$ cat config.mk
export PLATFORM = sky130hd
export DESIGN_NAME = vhc_cmd_handler
export DESIGN_NICKNAME = d
export VERILOG_FILES = /design/src/vhc_stat_tx.v /design/src/vhc_cmd_handler.v
export VERILOG_INCLUDE_DIRS = /design/src
export SDC_FILE = /design/constraint.sdc
export NUM_CORES = 1
export LEC_CHECK = 0
export BUFFER_PORTS_ARGS = -buffer_cell sky130_fd_sc_hd__buf_2
export CAP_MARGIN = 30
export CORE_ASPECT_RATIO = 0.6
export CORE_MARGIN = 3
export CORE_UTILIZATION = 58
export DETAILED_ROUTE_END_ITERATION = 8
export GPL_ROUTABILITY_DRIVEN = 1
export HOLD_SLACK_MARGIN = 0.08
export PLACE_DENSITY_LB_ADDON = 0.3
export SETUP_SLACK_MARGIN = 0.15
export SYNTH_ARGS = -nofsm -noshare
export SYNTH_HDL_FRONTEND = slang
export SYNTH_SLANG_ARGS = --single-unit
$ cat constraint.sdc
create_clock -name ref_clk_i -period 4.1 [get_ports ref_clk_i]
set_input_delay 0.82 -clock ref_clk_i [delete_from_list [all_inputs] [get_ports ref_clk_i]]
set_output_delay 0.82 -clock ref_clk_i [all_outputs]
set_load 0.01 [all_outputs]
$ cat src/vhc_map.vh
`ifndef VHC_MAP_VH
`define VHC_MAP_VH

// command codes
`define VHC_OP_TRIG 8'h09
`define VHC_OP_UNLOCK 8'h0A
`define VHC_OP_WRCFG 8'h0B
`define VHC_SUB_WRCFG 8'h07
`define VHC_OP_RDSTAT 8'h17
`define VHC_SUB_ZERO 8'h00

// command lengths in bytes, code byte counted as byte 1
`define VHC_LEN_BARE 5'h01
`define VHC_LEN_RDSTAT 5'h03
`define VHC_LEN_WRCFG 5'h1D
`define VHC_LEN_CAP 5'h1F
`define VHC_POS_CODE 5'h01
`define VHC_POS_SUB 5'h02
`define VHC_POS_ARG 5'h03
`define VHC_MASK_FIRST 5'h03

// configuration block mask
`define VHC_NBLK 213
`define VHC_MASK_W 216

// statistics block layout, bytes
`define VHC_SIG_BYTES 8'h02
`define VHC_TOOL_BYTES 8'h12
`define VHC_FEAT_TOOL_BYTES 8'h36
`define VHC_STAT_MAX 8'h80

// hex character encoding
`define VHC_ASCII_ZERO 8'h30
`define VHC_ASCII_ALPHA 8'h37
`define VHC_NIB_TEN 4'hA

`endif

$ cat src/vhc_stat_tx.v
`timescale 1ns/1ns
`include "vhc_map.vh"

module vhc_stat_tx #(
    parameter AW = 7
) (
    // clock and reset
    input wire ref_clk_i,
    input wire rstn_i,
    // control
    input wire start_i,
    input wire [7:0] len_i,
    output reg busy_o,
    // statistics memory, combinational read of mem_addr_o, byte taken the cycle after the address moves
    output reg [AW-1:0] mem_addr_o,
    input wire [7:0] mem_data_i,
    // character stream
    output reg [7:0] char_o,
    output reg valid_o,
    input wire ready_i
);
    localparam S_IDLE = 2'h0;
    localparam S_WAIT = 2'h1;
    localparam S_HI = 2'h2;
    localparam S_LO = 2'h3;

    reg [1:0] state_q;
    reg [7:0] byte_q;
    reg [7:0] left_q;

    function [7:0] hex_char;
        input [3:0] nib;
        begin
            if (nib < `VHC_NIB_TEN)
                hex_char = `VHC_ASCII_ZERO + {4'h0, nib};
            else
                hex_char = `VHC_ASCII_ALPHA + {4'h0, nib};
        end
    endfunction

    always @(posedge ref_clk_i or negedge rstn_i) begin
        if (!rstn_i) begin
            state_q <= S_IDLE;
            byte_q <= 8'h00;
            left_q <= 8'h00;
            busy_o <= 1'b0;
            mem_addr_o <= {AW{1'b0}};
            char_o <= 8'h00;
            valid_o <= 1'b0;
        end else begin
            case (state_q)
                S_IDLE: begin
                    if (start_i && len_i != 8'h00) begin
                        mem_addr_o <= {AW{1'b0}};
                        left_q <= len_i;
                        busy_o <= 1'b1;
                        state_q <= S_WAIT;
                    end
                end
                S_WAIT: begin
                    // memory data for mem_addr_o is present now
                    byte_q <= mem_data_i;
                    char_o <= hex_char(mem_data_i[7:4]); // [RULE_05]
                    valid_o <= 1'b1;
                    state_q <= S_HI;
                end
                S_HI: begin
                    if (ready_i) begin
                        char_o <= hex_char(byte_q[3:0]); // [RULE_05]
                        state_q <= S_LO;
                    end
                end
                S_LO: begin
                    if (ready_i) begin
                        valid_o <= 1'b0;
                        left_q <= left_q - 8'h01;
                        if (left_q == 8'h01) begin
                            busy_o <= 1'b0;
                            state_q <= S_IDLE;
                        end else begin
                            mem_addr_o <= mem_addr_o + {{(AW-1){1'b0}}, 1'b1};
                            state_q <= S_WAIT;
                        end
                    end
                end
                default: state_q <= S_IDLE;
            endcase
        end
    end
endmodule

$ cat src/vhc_cmd_handler.v
// Operation
// [RULE_01] statistics start with signature, then sample counts
// [RULE_02] max and min take four bytes each
// [RULE_03] average and deviation: four bytes, 16.16
// [RULE_04] 18 bytes per tool, 54 for feature tools
// [RULE_05] each statistics byte sent as two hex characters
// [RULE_06] statistics block never exceeds 128 bytes
// [RULE_07] each read waits for a full sample set
// [RULE_08] code 09 triggers exactly one inspection
// [RULE_09] bad check character: answer NAK, no execution
// [RULE_10] good check: ACK, then validate, execute or drop
// [RULE_11] host should select host trigger source first
// [RULE_12] code 0A unlocks local monitor and keyboard
// [RULE_13] host sends 0B 07 then block mask
// [RULE_14] mask covers 213 blocks in bytes 3..29
// [RULE_15] byte 3 bit 0 is block 1, ascending
// [RULE_16] one packet per block, one write per command
// [RULE_17] no writes in setup; validate all after write
// [RULE_18] statistics restart from zero after sample count
// [RULE_19] unused top bits of byte 29 are ignored
// [RULE_20] trigger and unlock carry no operand bytes
`timescale 1ns/1ns
`include "vhc_map.vh"

module vhc_cmd_handler #(
    parameter CNT_W = 16,
    parameter AW = 7
) (
    // clock and reset
    input wire ref_clk_i,
    input wire rstn_i,
    // received command bytes, already de-framed by the link layer
    input wire [7:0] rx_data_i,
    input wire rx_valid_i,
    input wire rx_last_i,
    input wire rx_bcc_ok_i,
    // link replies
    output reg reply_ack_o,
    output reg reply_nak_o,
    // device state and actions
    input wire setup_mode_i,
    output reg trig_o,
    output reg unlock_o,
    // configuration block write
    output reg [`VHC_NBLK-1:0] cfg_mask_o,
    output reg cfg_write_o,
    input wire cfg_done_i,
    output reg cfg_validate_o,
    // statistics accumulation
    input wire insp_done_i,
    input wire [CNT_W-1:0] sample_count_i,
    output reg [CNT_W-1:0] sample_idx_o,
    output reg stat_clear_o,
    input wire [3:0] stat_tools_i,
    input wire [1:0] stat_feat_tools_i,
    // statistics memory and character stream
    output wire [AW-1:0] stat_addr_o,
    input wire [7:0] stat_data_i,
    output wire [7:0] tx_char_o,
    output wire tx_valid_o,
    input wire tx_ready_i,
    output wire tx_busy_o
);
    reg [4:0] len_q;
    reg [7:0] code_q;
    reg [7:0] sub_q;
    reg [7:0] arg_q;
    reg [`VHC_MASK_W-1:0] shift_q;
    reg [7:0] pend_q;
    reg set_ready_q;
    reg tx_start_q;
    reg [7:0] blk_len_q;
    reg cfg_busy_q;

    wire [4:0] len_now;
    wire [7:0] code_now;
    wire [7:0] sub_now;
    wire [7:0] arg_now;
    wire end_ok;
    wire do_trig;
    wire do_unlock;
    wire do_wrcfg;
    wire do_rdstat;
    wire set_done;
    wire [7:0] blk_len;
    wire start_send;

    // statistics block length from the configured tool mix
    function [7:0] stat_len;
        input [3:0] tools;
        input [1:0] feats;
        reg [9:0] sum;
        begin
            sum = {2'h0, `VHC_SIG_BYTES}
                + ({6'h00, tools} * {2'h0, `VHC_TOOL_BYTES}) // [RULE_04]
                + ({8'h00, feats} * {2'h0, `VHC_FEAT_TOOL_BYTES});
            // the host keeps the selection within bounds; clamp anyway
            if (sum > {2'h0, `VHC_STAT_MAX}) // [RULE_06]
                stat_len = `VHC_STAT_MAX;
            else
                stat_len = sum[7:0];
        end
    endfunction

    // the final byte is judged together with the bytes already stored
    assign len_now = (len_q == `VHC_LEN_CAP) ? len_q : len_q + 5'h01;
    assign code_now = (len_now == `VHC_POS_CODE) ? rx_data_i : code_q;
    assign sub_now = (len_now == `VHC_POS_SUB) ? rx_data_i : sub_q;
    assign arg_now = (len_now == `VHC_POS_ARG) ? rx_data_i : arg_q;
    assign end_ok = rx_valid_i && rx_last_i && rx_bcc_ok_i; // [RULE_10]

    assign do_trig = end_ok && code_now == `VHC_OP_TRIG
        && len_now == `VHC_LEN_BARE; // [RULE_20]
    assign do_unlock = end_ok && code_now == `VHC_OP_UNLOCK
        && len_now == `VHC_LEN_BARE; // [RULE_20]
    assign do_wrcfg = end_ok && code_now == `VHC_OP_WRCFG
        && sub_now == `VHC_SUB_WRCFG && len_now == `VHC_LEN_WRCFG
        && !setup_mode_i && !cfg_busy_q; // [RULE_17]
    assign do_rdstat = end_ok && code_now == `VHC_OP_RDSTAT
        && sub_now == `VHC_SUB_ZERO && len_now == `VHC_LEN_RDSTAT;

    assign set_done = insp_done_i
        && (sample_idx_o + {{(CNT_W-1){1'b0}}, 1'b1} >= sample_count_i);
    assign blk_len = stat_len(stat_tools_i, stat_feat_tools_i);
    assign start_send = set_ready_q && pend_q != 8'h00 && !tx_busy_o
        && !tx_start_q;

    // command assembly and reply
    always @(posedge ref_clk_i or negedge rstn_i) begin
        if (!rstn_i) begin
            len_q <= 5'h00;
            code_q <= 8'h00;
            sub_q <= 8'h00;
            arg_q <= 8'h00;
            shift_q <= {`VHC_MASK_W{1'b0}};
            reply_ack_o <= 1'b0;
            reply_nak_o <= 1'b0;
        end else begin
            reply_ack_o <= 1'b0;
            reply_nak_o <= 1'b0;
            if (rx_valid_i) begin
                if (rx_last_i) begin
                    len_q <= 5'h00;
                    reply_ack_o <= rx_bcc_ok_i; // [RULE_10]
                    reply_nak_o <= !rx_bcc_ok_i; // [RULE_09]
                end else begin
                    len_q <= len_now;
                end
                code_q <= code_now;
                sub_q <= sub_now;
                arg_q <= arg_now;
                // byte 3 ends lowest so block n sits at bit n-1
                if (len_now >= `VHC_MASK_FIRST)
                    shift_q <= {rx_data_i,
                        shift_q[`VHC_MASK_W-1:8]}; // [RULE_15]
            end
        end
    end

    // actions, each once per accepted command
    always @(posedge ref_clk_i or negedge rstn_i) begin
        if (!rstn_i) begin
            trig_o <= 1'b0;
            unlock_o <= 1'b0;
            cfg_write_o <= 1'b0;
            cfg_validate_o <= 1'b0;
            cfg_busy_q <= 1'b0;
            cfg_mask_o <= {`VHC_NBLK{1'b0}};
        end else begin
            trig_o <= do_trig; // [RULE_08]
            unlock_o <= do_unlock; // [RULE_12]
            cfg_write_o <= do_wrcfg; // [RULE_16]
            cfg_validate_o <= cfg_busy_q && cfg_done_i; // [RULE_17]
            if (do_wrcfg) begin
                cfg_busy_q <= 1'b1;
                // shift_q still lacks the last byte, take it directly
                cfg_mask_o <= {rx_data_i[4:0],
                    shift_q[`VHC_MASK_W-1:8]}; // [RULE_14] [RULE_19]
            end else if (cfg_done_i) begin
                cfg_busy_q <= 1'b0;
            end
        end
    end

    // sample accumulation and read scheduling
    always @(posedge ref_clk_i or negedge rstn_i) begin
        if (!rstn_i) begin
            sample_idx_o <= {CNT_W{1'b0}};
            stat_clear_o <= 1'b0;
            set_ready_q <= 1'b0;
            pend_q <= 8'h00;
            tx_start_q <= 1'b0;
            blk_len_q <= 8'h00;
        end else begin
            stat_clear_o <= set_done; // [RULE_18]
            if (set_done)
                sample_idx_o <= {CNT_W{1'b0}}; // [RULE_18]
            else if (insp_done_i)
                sample_idx_o <= sample_idx_o + {{(CNT_W-1){1'b0}}, 1'b1};
            // a set completing in the same cycle as a send still counts
            if (set_done)
                set_ready_q <= 1'b1; // [RULE_07]
            else if (start_send)
                set_ready_q <= 1'b0;
            // a new read adding to the queue and a send taking one in the same cycle both count
            if (do_rdstat)
                pend_q <= pend_q + arg_now - {7'h00, start_send};
            else if (start_send)
                pend_q <= pend_q - 8'h01; // [RULE_07]
            tx_start_q <= start_send;
            if (start_send)
                blk_len_q <= blk_len; // [RULE_01] [RULE_02] [RULE_03]
        end
    end

    vhc_stat_tx #(
        .AW(AW)
    ) u_stat_tx (
        .ref_clk_i(ref_clk_i),
        .rstn_i(rstn_i),
        .start_i(tx_start_q),
        .len_i(blk_len_q),
        .busy_o(tx_busy_o),
        .mem_addr_o(stat_addr_o),
        .mem_data_i(stat_data_i),
        .char_o(tx_char_o),
        .valid_o(tx_valid_o),
        .ready_i(tx_ready_i)
    );
endmodule

== After elaboration in Yosys (flattened, before gate mapping) ==
Cells that the tools add are included.
Cells by class
  equal/unequal tests: 19
  mux-type cells: 40
  reductions and logical operators: 43
  order comparisons: 5
  multipliers: 2
  add/sub/neg operators: 13
Operator list (count)
  2-to-1 mux 8 bit: 11
  2-to-1 mux 16 bit: 2
  case mux 8 bit (2 select lines): 2
  adder 6 x 4 -> 7 bit (first input constant): 4
  == test 8 x 4 -> 1 bit (second input constant): 3
  2-to-1 mux 7 bit: 3
  logical AND 1 bit: 20
  adder 16 x 1 -> 16 bit (second input constant): 1
  greater-or-equal comparator 16 bit: 1
  nonzero test 8 bit: 2
  subtractor 8 x 1 -> 8 bit (second input constant): 2
  case mux 7 bit (2 select lines): 1
  nonzero test 2 bit: 7
  2-to-1 mux 1 bit: 13
  adder 10 x 8 -> 10 bit: 1
  adder 2 x 9 -> 10 bit (first input constant): 1
  == test 5 x 2 -> 1 bit (second input constant): 2
  == test 5 bit (second input constant): 2
  greater-than comparator 10 x 8 -> 1 bit (second input constant): 1
  2-to-1 mux 5 bit: 2
  adder 8 bit: 1
  == test 8 x 1 -> 1 bit (second input constant): 1
  == test 8 x 3 -> 1 bit (second input constant): 1
  == test 8 x 5 -> 1 bit (second input constant): 1
  21 further kinds: 37
Storage, ports and cells
  word-level logic and storage cells: 148
  register bits: 531
  bits of input ports: 47

== Depth between registers and ports, before layout ==
Gate-level depths: netlist of run 1.
  depth in word-level cells: 11
  mapped depth: 18

== Modules after synthesis ==
A second synthesis of run 1 with hierarchy kept.
Second synthesis, totals
  cells, all modules: 1592
  area total of the unflattened synthesis: 22247.6 um2
Modules (own cells, without submodules)
  vhc_cmd_handler: instances 1, area each 20400.8 um2, sequential area each 12286.8 um2, cells each 1392
  vhc_stat_tx: instances 1, area each 1846.8 um2, sequential area each 750.7 um2, cells each 200

== Least setup slack after synthesis of run 1 ==
Ideal clock, no wire load.
  kind: reg-to-reg
  start: register len_q[1]
  end: register pend_q[7]
  slack: 0.690 ns
  clock period less this slack: 3.410 ns
  cell stages (with the launch flop): 15
  path buffers: 0
  data arrival time: 3.272 ns
  cells stage by stage: dfrtp_1 ha_1 nand4_2 mux2i_4 nor2_2 mux2i_1 ha_1 inv_1 ha_1 a21o_1 a21oi_1 o21ai_0 o41ai_1 xnor2_1 mux2i_1
Between the ends
  longest elaborated chain between the ends: 9
  elaborated cells on any way between the ends: 18
Ends and longest elaborated chain
  from (decl): RTL line vhc_cmd_handler.v:64  | reg [4:0] len_q;
  from (signal assigned): RTL line vhc_cmd_handler.v:147  | len_q <= len_now;
  adder 5 x 1 -> 5 bit or == test 5 bit (tied branches)
  2-to-1 mux 5 bit *: RTL line vhc_cmd_handler.v:106  | assign len_now = (len_q == `VHC_LEN_CAP) ? len_q : len_q + 5'h01;
  branches (longest 7 deep; another with adder 8 bit)
  to (signal assigned): RTL line vhc_cmd_handler.v:207  | pend_q <= pend_q + arg_now - {7'h00, start_send};
  to (signal assigned): RTL line vhc_cmd_handler.v:209  | pend_q <= pend_q - 8'h01;
  to (decl): RTL line vhc_cmd_handler.v:69  | reg [7:0] pend_q;
Mark *: on every way between the ends.
A chain may end at the register's enable or synchronous reset.

== Final worst setup path of run 1 ==
  start: register len_q[1]
  end: register pend_q[6]
Same word-level chain as after synthesis.

==> reports/results.ini, run 1 <==
[synth]
synthFlopType = dfrtp_1
netlist_instances = 1585
synth_enable_flop_cells = 0
yosysUniqueCellTypes = 67
yosysWarnings = 0
syn_area_um2 = 22750
synth_seq_area_share_pct = 57.31
ys_seq_elements = 521
syn_area_per_cell_um2 = 14.35
async_flop_share_pct = 100.0
synth_nets = 1698

[status]
status = finished clean

[global_routing]
grt.total_usage_pct = 23.54
grt_max_degree = 113
globalRouteMet2Util_pct = 37.21
use_met1_pct = 34.36
grt_pass1_wl_um = 79290
antenna_found_initial = 1
grt_pass1_vias = 14199
grt-busiest-layer = met2
grt-ovfl-total = 0
use_met3_pct = 3.799

[finish]
drive_gt1_share_pct = 44.84
final_cell_mix = 520 x dfrtp_1, 297 x buf_2, 293 x mux2_2
final_nets = 2008
syn2layout_area_growth_pct = 16.19
layout_commonest_cell = dfrtp_1
finalInstanceArea_um2 = 26430

[sta]
tightest_slew_ns = 0.8539
fin_crit_sh_pct = 90.43
rsz0062_at_grt = no
fin_worst_skew_ns = 0.01551
drv_slew = 0
fin_crit_ns = 3.707
max_freq_mhz = 269.7
slew_headroom_pct = 41.44
final.setup.tns_ns = 0
hold_viol = 0
setup_violations = 0

[setup_path]
critPathLaunchType = register
arrival_ns = 4.12
cp_max_fo = 6
reg2reg_setup_slack_ns = 0.39
end_kind = register
critical_path_class = reg -> reg
reg2reg_depth = 17
crit_required_ns = 4.51
worstReg2RegStart = len_q[1]
r2r-end = pend_q[6]

[routing]
drtAntennaViolNets = 0
wl_um = 48950
post_drt_wl_per_cell_um = 20.04
drt-vias-per-instance = 5.590
drt_pass1_iterations = 5
vias = 13657
drc = 0
dr.first_iter.drc_count = 876

[pwr]
p_per_area_nw_per_um2 = 537.8
ir_worst_vdd_mv = 0.4419
total_power_uw = 14210
p_leak_uw = 0.01386

[clock_tree]
clk_latency_ns = 0.55
cts_sinks = 521
cts_resized = 0
postCtsHoldBufs = 0
cts_tree = yes
path_clk_slew_ns = 0.07
cts.htree.levels = 2
clock-root-buffer = clkbuf_16
numCtsBuffers = 46
clockBufferDepth = 3
post-cts-setup-buffer-count = 0

[placement]
io_buffers = 298
dpl_cell_area_um2 = 24830
place_congestion = 0.8977
dp_hpwl_um = 34020

[floorplan]
num_rows = 55
start_util_pct = 59.56
die_area_um2 = 41710
core_area_um2 = 38190
die_w_um = 261.7
ios = 300
die_h_um = 159.4

[flow_run]
max-cap-violations = 0

[min_path]
hold_path_class = in -> async

==> worst max-delay path by stage <==
stage,from,to,slack [ns]
2_1_floorplan,len_q[1],pend_q[7],0.69
3_3_place_gp,len_q[0],pend_q[7],0.58
3_5_place_dp,len_q[0],pend_q[7],0.36
4_1_cts,len_q[0],pend_q[6],0.34
5_1_grt,len_q[0],pend_q[6],0.20
6_report,len_q[1],pend_q[6],0.39
==> power by group <==
group          total [uW]  leakage (uW)  internal, uW  switching (uW)
registers            6710       0.00696          5970             741
logic                2980       0.00612          1460            1520
clock network        4530      0.000783          2610            1920
==> metal layers <==
layer / up-vias / part of all wire, %
li1: 6230 / -
met1: 7044 / 46
met2: 311 / 47
met3: 72 / 4.4
met4: 0 / 2.3
met5: - / 0
==> worst max-delay path, cell delays in order, from the launching register on <==
cell and delay, ns:
dfrtp_1 0.45, ha_2 0.29, nand4_2 0.17, mux2i_4 0.27
nor2_2 0.28, mux2i_1 0.31, ha_1 0.28, inv_1 0.07
ha_1 0.17, inv_1 0.06, fa_1 0.41, nor2b_1 0.16
o21ai_0 0.11, nand2b_1 0.12, a21o_1 0.12, a21oi_1 0.07
xor2_1 0.15, mux2i_1 0.09
==> sequential cells by signal (all words and copies together), names as in the netlist, 4 cells and up <==
signal                count
arg_q                     8
u_stat_tx.char_o          7
u_stat_tx.byte_q          4
pend_q                    8
sub_q                     8
u_stat_tx.mem_addr_o      7
code_q                    8
cfg_mask_o              213
sample_idx_o             16
shift_q                 208
blk_len_q                 7
len_q                     5
u_stat_tx.left_q          8
==> metrics by stage <==
step | utilization (%) | instances | hold slack, ns | setup slack [ns]
floorplan | - | 1585 | 0.4574 | 0.6898
global placement | 64.99 | 2359 | 0.4550 | 0.5846
detailed placement | 65.01 | 2360 | 0.4656 | 0.3648
CTS | 69.18 | 2442 | 0.2751 | 0.3386
global route | 69.21 | 2443 | 0.2839 | 0.1977
finish | 69.21 | 2443 | 0.2455 | 0.3925
==> cell families after synthesis <==
logic type | count (synthesis) | share of synthesized area [%]
compound gates | 157 | 4.587
xor+xnor | 39 | 1.501
fa+ha+maj | 66 | 3.696
buf+inv | 136 | 2.992
flops | 521 | 57.31
mux | 466 | 25.48
other cells | 1 | 0.01648
simple gates | 199 | 4.422
==> cells in the mapped netlist (all sizes together), types with 2 or more instances <==
master / instances / area, um2
or3: 5 / 31.28
xnor2: 23 / 201.4
or2: 2 / 12.51
buf: 51 / 361.6
a22o: 9 / 78.83
and3: 7 / 43.79
clkbuf: 17 / 63.81
a21oi: 46 / 234.0
xor2: 16 / 140.1
nor3b: 3 / 22.52
fa: 2 / 40.04
a31oi: 2 / 12.51
a41oi: 2 / 17.52
a311o: 2 / 20.02
mux2: 444 / 5563
or4: 2 / 15.01
mux2i: 22 / 232.7
a41o: 2 / 20.02
a21o: 20 / 150.1
and4: 5 / 43.79
nor3: 15 / 80.08
nand4: 7 / 50.05
o21a: 2 / 15.01
o21bai: 2 / 15.01
a221oi: 2 / 17.52
inv: 68 / 255.2
a211oi: 4 / 30.03
nand3: 24 / 120.1
nor4: 7 / 58.81
ha: 64 / 800.8
o2bb2ai: 14 / 122.6
o21ai: 34 / 173.9
dfrtp: 521 / 13040
nand2: 53 / 198.9
a211o: 2 / 17.52
nand3b: 3 / 22.52
nor2: 48 / 182.7
nand2b: 11 / 68.82
and2: 3 / 18.77
o41ai: 5 / 43.79
==> cell type report <==
cell class                 instances  area [um2]
antenna                            1       2.502
clock buffer                      63        1336
clock inverter                    19       255.2
fill                            2680       11760
inverter                          68       255.2
multi-input combinational        928        9047
sequential                       521       13040
tap                              513       641.9
timing repair buffer             330        1854
(Power assumes the default switching activity.)
==> run 2: changes to the inputs <==
--- a/config.mk
+++ b/config.mk
@@ -18,4 +18,5 @@
 export SETUP_SLACK_MARGIN = 0.15
 export SYNTH_ARGS = -nofsm -noshare
 export SYNTH_HDL_FRONTEND = slang
+export SYNTH_HIERARCHICAL = 1
 export SYNTH_SLANG_ARGS = --single-unit
==> reports/results.ini, run 2 <==
[status]
status = finished clean

[floorplan]
num_rows = 54
die_h_um = 157.7
core_area_um2 = 37090
die_area_um2 = 40820
start_util_pct = 59.98
die_w_um = 258.8
ios = 300

[pwr]
ir_worst_vdd_mv = 0.4635
p_leak_uw = 0.01396
p_comb_share_pct = 21.4
p_seq_share_pct = 46.0
total_power_uw = 14570
clockPowerShare_pct = 32.5
internal_power_uw = 10270
switching_power_uw = 4300
switching_share_pct = 29.52
p_per_area_nw_per_um2 = 559.1

[setup_path]
setup.worst_path.start = len_q[0]
cpPeakStageDelay_ns = 0.46
path_buf_inv = 2
crit_required_ns = 4.55
cp_max_fo = 8
worstReg2RegStart = len_q[0]
arrival_ns = 4.21
crit_family = adder cells
critical_path_class = reg -> reg
cp_cell_sequence = ha_1 -> nand4_1 -> mux2i_2 -> nand3_1 -> buf_4 -> mux2i_1 -> ha_1 -> inv_1 -> ha_1 -> nor2b_1 -> o21ai_0 -> nand2b_1 -> a21o_1 -> a21oi_1 -> xor2_1 -> mux2i_1
cpMostUsedCell = ha_1
critical_path.slowest_cell = dfrtp_1
end_kind = register
critPathLaunchType = register

[synth]
ys_seq_elements = 521
netlist_instances = 1592
synth_top_area_share_pct = 58.60
yosysMostFrequentCell = dfrtp_1
syn_area_per_cell_um2 = 13.97
synth.area.top_cells = dfrtp_1 59%, mux2_2 12%, mux2_1 11%
async_flop_share_pct = 100.0
yosysUniqueCellTypes = 70
synthFlopType = dfrtp_1
synth_seq_area_share_pct = 58.60
syn_area_um2 = 22250
yosysWarnings = 6
synth_commonest_cells = 521 x dfrtp_1, 229 x mux2_2, 214 x mux2_1, 68 x inv_1, 65 x ha_1
yosysTopAreaCell = dfrtp_1
synth_enable_flop_cells = 0

[finish]
insertedDiodeCount = 0
regMostFlops = cfg_mask_o
fin_util_pct = 70.24
largest_reg_flops = 213
largestRegisters = cfg_mask_o x213, shift_q x208, sample_idx_o x16
final_cell_mix = 521 x dfrtp_1, 297 x buf_2, 229 x mux2_2
final_nets = 2010
syn2layout_area_growth_pct = 17.11
drive_gt1_share_pct = 33.57
layout_commonest_cell = dfrtp_1
nFillCells = 2530

[clock_tree]
clock-root-buffer = clkbuf_16
numCtsBuffers = 47
clockBufferDepth = 3
postCtsHoldBufs = 0
path_clk_slew_ns = 0.07
cts_sinks = 521
cts_tree = yes
clk_latency_ns = 0.57
cts.htree.levels = 2

[sta]
layout_setup_ws_ns = 0.3417
max_freq_mhz = 266.1
fin_crit_sh_pct = 91.67
fin_worst_skew_ns = 0.02739
hold_viol = 0
worst_hold_slack_ns = 0.3472
tightest_slew_ns = 0.9073
drv_slew = 0
slew_headroom_pct = 39.52
final.setup.tns_ns = 0
setup_violations = 0
rsz0062_at_grt = yes
fin_crit_ns = 3.758

[routing]
drt_pass1_iterations = 5
drc = 0
drt-vias-per-instance = 5.667
dr.first_iter.drc_count = 927
drtAntennaViolNets = 0
vias = 13810
post_drt_wl_per_cell_um = 19.92
wl_um = 48540

[global_routing]
grt.total_usage_pct = 23.83
antenna_found_initial = 0
grt_pass1_vias = 13972
grt_pass1_wl_um = 77920
grt-ovfl-total = 0
grt_max_degree = 107

[placement]
post-place-ws_ns = 0.2809
place_congestion = 0.8946
io_buffers = 298
dp_hpwl_um = 33940

[min_path]
hold_path_class = in -> async

[flow_run]
max-cap-violations = 0

run 2: changes by cell type after synthesis, moves of 14 or more:
cell      before  now
nand2_1       53   39
mux2_1         1  214
mux2_4       150    0
mux2_2       293  229
clkbuf_1      17   32
run 2: power groups by stage:
stage          clock [uW]  sequential (uW)  combinational, uW
3_3_place_gp            0             6710               2950
4_1_cts              4830             6690               3120
6_report             4740             6700               3120
5_1_grt              5060             6810               3470
2_1_floorplan           0             6520               2320
3_5_place_dp            0             6780               3080
run 2: area by class of cell:
type / count / area, um2 / share of cell area [%]
Timing Repair Buffer: 326 / 1862 / 7.146
Clock buffer: 67 / 1393 / 5.345
Sequential cell: 521 / 13040 / 50.04
Multi-Input combinational cell: 932 / 8583 / 32.94
Clock inverter: 19 / 294.0 / 1.129
Tap cell: 504 / 630.6 / 2.420
Inverter: 68 / 255.2 / 0.9796
run 2: path summary, 6_finish.rpt:
path	to	slack, ns	cells after the start
min	shift_q[65]	0.35	1
min reg2reg	cfg_mask_o[6]	0.47	1
max reg2reg	pend_q[6]	0.34	16
min in group ref_clk_i	reply_nak_o	0.42	2
max in group asynchronous	cfg_mask_o[159]	2.84	2
max	pend_q[6]	0.34	16
run 2: cells by family after synthesis:
family	count (synthesis)	share of synthesized area, %
and+or+nand+nor	199	4.803
muxes	464	23.37
adders and majority gates	67	3.836
AOI/OAI and AO/OA	163	5.005
xor gates and xnor gates	35	1.378
other	2	0.03376
buffers and inverters	141	2.975
DFF	521	58.60
run 2: layer usage:
metal	global-route usage [%]	share of wire, %	vias to the layer above	wire length, um
li1	-	-	6316	-
met1	35.46	47	7068	22670
met2	37.07	46	350	22530
met3	3.853	4.5	76	2203
met4	6.111	2.3	0	1133
met5	0	0	-	0
run 2: worst register-to-register path, cell delays in order, from the launching register on:
cell,delay (ns)
dfrtp_1,0.46
ha_1,0.31
nand4_1,0.25
mux2i_2,0.35
nand3_1,0.20
buf_4,0.23
mux2i_1,0.16
ha_1,0.30
inv_1,0.04
ha_1,0.33
nor2b_1,0.14
o21ai_0,0.16
nand2b_1,0.11
a21o_1,0.20
a21oi_1,0.16
xor2_1,0.16
mux2i_1,0.08
run 2: through the flow:
step | instance area [um2] | cells
detailed placement | 24340 | 2348
finish | 26060 | 2437
CTS | 26020 | 2434
floorplan | 22260 | 1594
global route | 26060 | 2437
global placement | 24340 | 2348
run 2: timing repair:
item / CTS / global route
endpoints found under the hold margin: 0 / 0
resized for setup: 0 / 3
setup endpoints to repair: 0 / 10
setup buffers: 0 / 3
==> run 3: changes to the inputs <==
--- a/config.mk
+++ b/config.mk
@@ -6,6 +6,7 @@
 export SDC_FILE = /design/constraint.sdc
 export NUM_CORES = 1
 export LEC_CHECK = 0
+export ABC_AREA = 1
 export BUFFER_PORTS_ARGS = -buffer_cell sky130_fd_sc_hd__buf_2
 export CAP_MARGIN = 30
 export CORE_ASPECT_RATIO = 0.6
@@ -20,3 +21,4 @@
 export SYNTH_HDL_FRONTEND = slang
 export SYNTH_HIERARCHICAL = 1
 export SYNTH_SLANG_ARGS = --single-unit
+export TNS_END_PERCENT = 10
==> constraint.sdc (replaced) <==
create_clock -name ref_clk_i -period 3.55 [get_ports ref_clk_i]
set_input_delay 0.71 -clock ref_clk_i [delete_from_list [all_inputs] [get_ports ref_clk_i]]
set_output_delay 0.71 -clock ref_clk_i [all_outputs]
set_load 0.01 [all_outputs]
==> reports/results.ini, run 3 <==
[synth]
netlist_instances = 2542
synth_top_family_by_area = simple AND/OR/NAND/NOR gates
synth.area.top_cells = dfrtp_1 55%, nand2_1 11%, o21ai_2 7.3%
synth-compound-area-share_pct = 14.92
async_flop_share_pct = 100.0
synth_enable_flop_cells = 0
synthAdderAreaFrac_pct = 3.632
yosysUniqueCellTypes = 45
yosysTopAreaCell = dfrtp_1
synth_seq_area_share_pct = 55.49
syn_area_um2 = 23500
synth.area.mux_share_pct = 0.04260
synth-simple-area-share_pct = 15.74
synthFlopType = dfrtp_1
ys_seq_elements = 521
yosysMostFrequentCell = nand2_1
synth_commonest_cells = 688 x nand2_1, 521 x dfrtp_1, 349 x inv_1, 281 x o21ai_0, 195 x o21ai_2
synth_top_area_share_pct = 55.49
yosysWarnings = 6
synth_xor_xnor_area_share_pct = 1.156
syn_area_per_cell_um2 = 9.243

[finish]
regMostFlops = cfg_mask_o
final_cells = 3394
insertedDiodeCount = 0
final_nets = 2949
largest_reg_flops = 213
largestRegisters = cfg_mask_o x213, shift_q x208, sample_idx_o x16
layout_commonest_cell = nand2_1
syn2layout_area_growth_pct = 16.27
drive_gt1_share_pct = 23.47
final_cell_mix = 686 x nand2_1, 521 x dfrtp_1, 347 x inv_1
fin_util_pct = 69.13

[sta]
drv_slew = 0
max_freq_mhz = 303.6
hold_viol = 0
fin_worst_skew_ns = 0.01593
fin_crit_sh_pct = 92.79
worst_hold_slack_ns = 0.1700
setup_violations = 0
rsz0062_at_grt = yes
slew_headroom_pct = 47.81
fin_crit_ns = 3.294
final.setup.tns_ns = 0
tightest_slew_ns = 0.7829

[routing]
vias = 17930
wl_um = 55830
dr.first_iter.drc_count = 1688
post_drt_wl_per_cell_um = 16.45
drtAntennaViolNets = 0
drt-vias-per-instance = 5.283
drc = 0
drt_pass1_iterations = 5

[pwr]
switching_power_uw = 5940
p_comb_share_pct = 26.4
ir_worst_vdd_mv = 0.3984
p_per_area_nw_per_um2 = 640.1
internal_power_uw = 11550
switching_share_pct = 33.97
p_seq_share_pct = 42.4
clockPowerShare_pct = 31.2
p_leak_uw = 0.01393

[global_routing]
grt_pass1_vias = 17602
grt-ovfl-total = 0
antenna_found_initial = 1
grt_pass1_wl_um = 90600
grt.total_usage_pct = 25.82
grt_max_degree = 103

[clock_tree]
numCtsBuffers = 47
clk_latency_ns = 0.57
clockBufferDepth = 3
cts_tree = yes
clock-root-buffer = clkbuf_16
cts_sinks = 521
postCtsHoldBufs = 0
cts.htree.levels = 2
path_clk_slew_ns = 0.07

[placement]
place_congestion = 0.9240
dp.cells = 3297
io_buffers = 298
dp_hpwl_um = 39450

[flow_run]
max-cap-violations = 0

[floorplan]
core_area_um2 = 39520
num_rows = 56
die_w_um = 265.8
die_h_um = 161.9
ios = 300
die_area_um2 = 43040
start_util_pct = 59.45

[setup_path]
arrival_ns = 3.74
end_kind = register
cp_max_fo = 5
reg2reg_setup_slack_ns = 0.26
reg2reg_depth = 22
worstReg2RegStart = len_q[1]
r2r-end = pend_q[6]
critical_path_class = reg -> reg
critPathLaunchType = register
crit_required_ns = 3.99

[min_path]
hold_path_class = in -> async

[status]
status = finished clean

## run 3: power by group through the flow
| stage | sequential (uW) | combinational [uW] | clock, uW |
|---|---|---|---|
| 2_1_floorplan | 7400 | 3130 | 0 |
| 3_3_place_gp | 7460 | 4270 | 0 |
| 3_5_place_dp | 7500 | 4420 | 0 |
| 4_1_cts | 7400 | 4460 | 5570 |
| 5_1_grt | 7520 | 5210 | 5830 |
| 6_report | 7420 | 4610 | 5460 |
## run 3: layout make-up
type                            instances  area (um2)
Sequential cell                       521       13040
Fill cell                            3013       12200
Multi-Input combinational cell       1557        8498
Timing Repair Buffer                  353        2131
Inverter                              354        1336
Clock buffer                           63        1328
Tap cell                              522       653.1
Clock inverter                         23       326.6
Timing Repair inverter                  1       7.507
## run 3: critical path, cell delays in order (launching register included)
cell and delay, ns:
dfrtp_1 0.42, ha_4 0.19, nand2_1 0.09, nor2_2 0.14
nand3_1 0.10, nand2_2 0.14, nand3_4 0.14, inv_4 0.10
nand2_1 0.07, o21ai_2 0.08, ha_1 0.25, inv_1 0.06
ha_1 0.15, inv_1 0.08, fa_2 0.42, o21ai_4 0.17
a21oi_2 0.08, nor2_1 0.09, nor2_1 0.05, xor2_1 0.13
nand4_1 0.11, nand2_1 0.08, nand2_1 0.05
## run 3: what timing repair did
action                     in CTS  in global routing
setup endpoints to repair       1                228
gates cloned                    0                  2
hold endpoints to repair        0                  0
resized for setup               1                 29
pin swaps                       0                  8
setup buffers                   2                  7
## run 3: metrics by stage
step	setup WS [ns]	area (um2)	total power (uW)
finish	0.2559	27320	17490
global placement	0.2713	25470	11730
CTS	0.1836	27140	17430
global route	0.06189	27320	18570
floorplan	0.2100	23520	10530
detailed placement	0.09572	25470	11920
## run 3: how the worst max path moves through the flow
| stage | start | endpoint | slack [ns] | cells past startpoint |
|---|---|---|---|---|
| after floorplan | len_q[0] | pend_q[6] | 0.21 | 25 |
| after global placement | len_q[0] | pend_q[6] | 0.27 | 22 |
| after detailed placement | len_q[0] | pend_q[6] | 0.1 | 22 |
| after CTS | len_q[0] | pend_q[6] | 0.18 | 22 |
| after global routing | len_q[1] | pend_q[7] | 0.06 | 21 |
| final | len_q[1] | pend_q[6] | 0.26 | 22 |
## run 3: cell families after synthesis
kind of cell | Yosys count
simple gates | 912
compound gates | 542
flops | 521
buf+inv | 466
fa+ha+maj | 67
xor+xnor | 31
other cells | 2
mux | 1
## run 3: per-layer routing
layer | GRT usage [%] | vias up | routed length (um)
met5 | 0 | - | 13
met2 | 41.33 | 494 | 26180
met3 | 4.088 | 95 | 2944
met1 | 37.20 | 8672 | 25360
met4 | 7.043 | 2 | 1321
li1 | - | 8667 | -
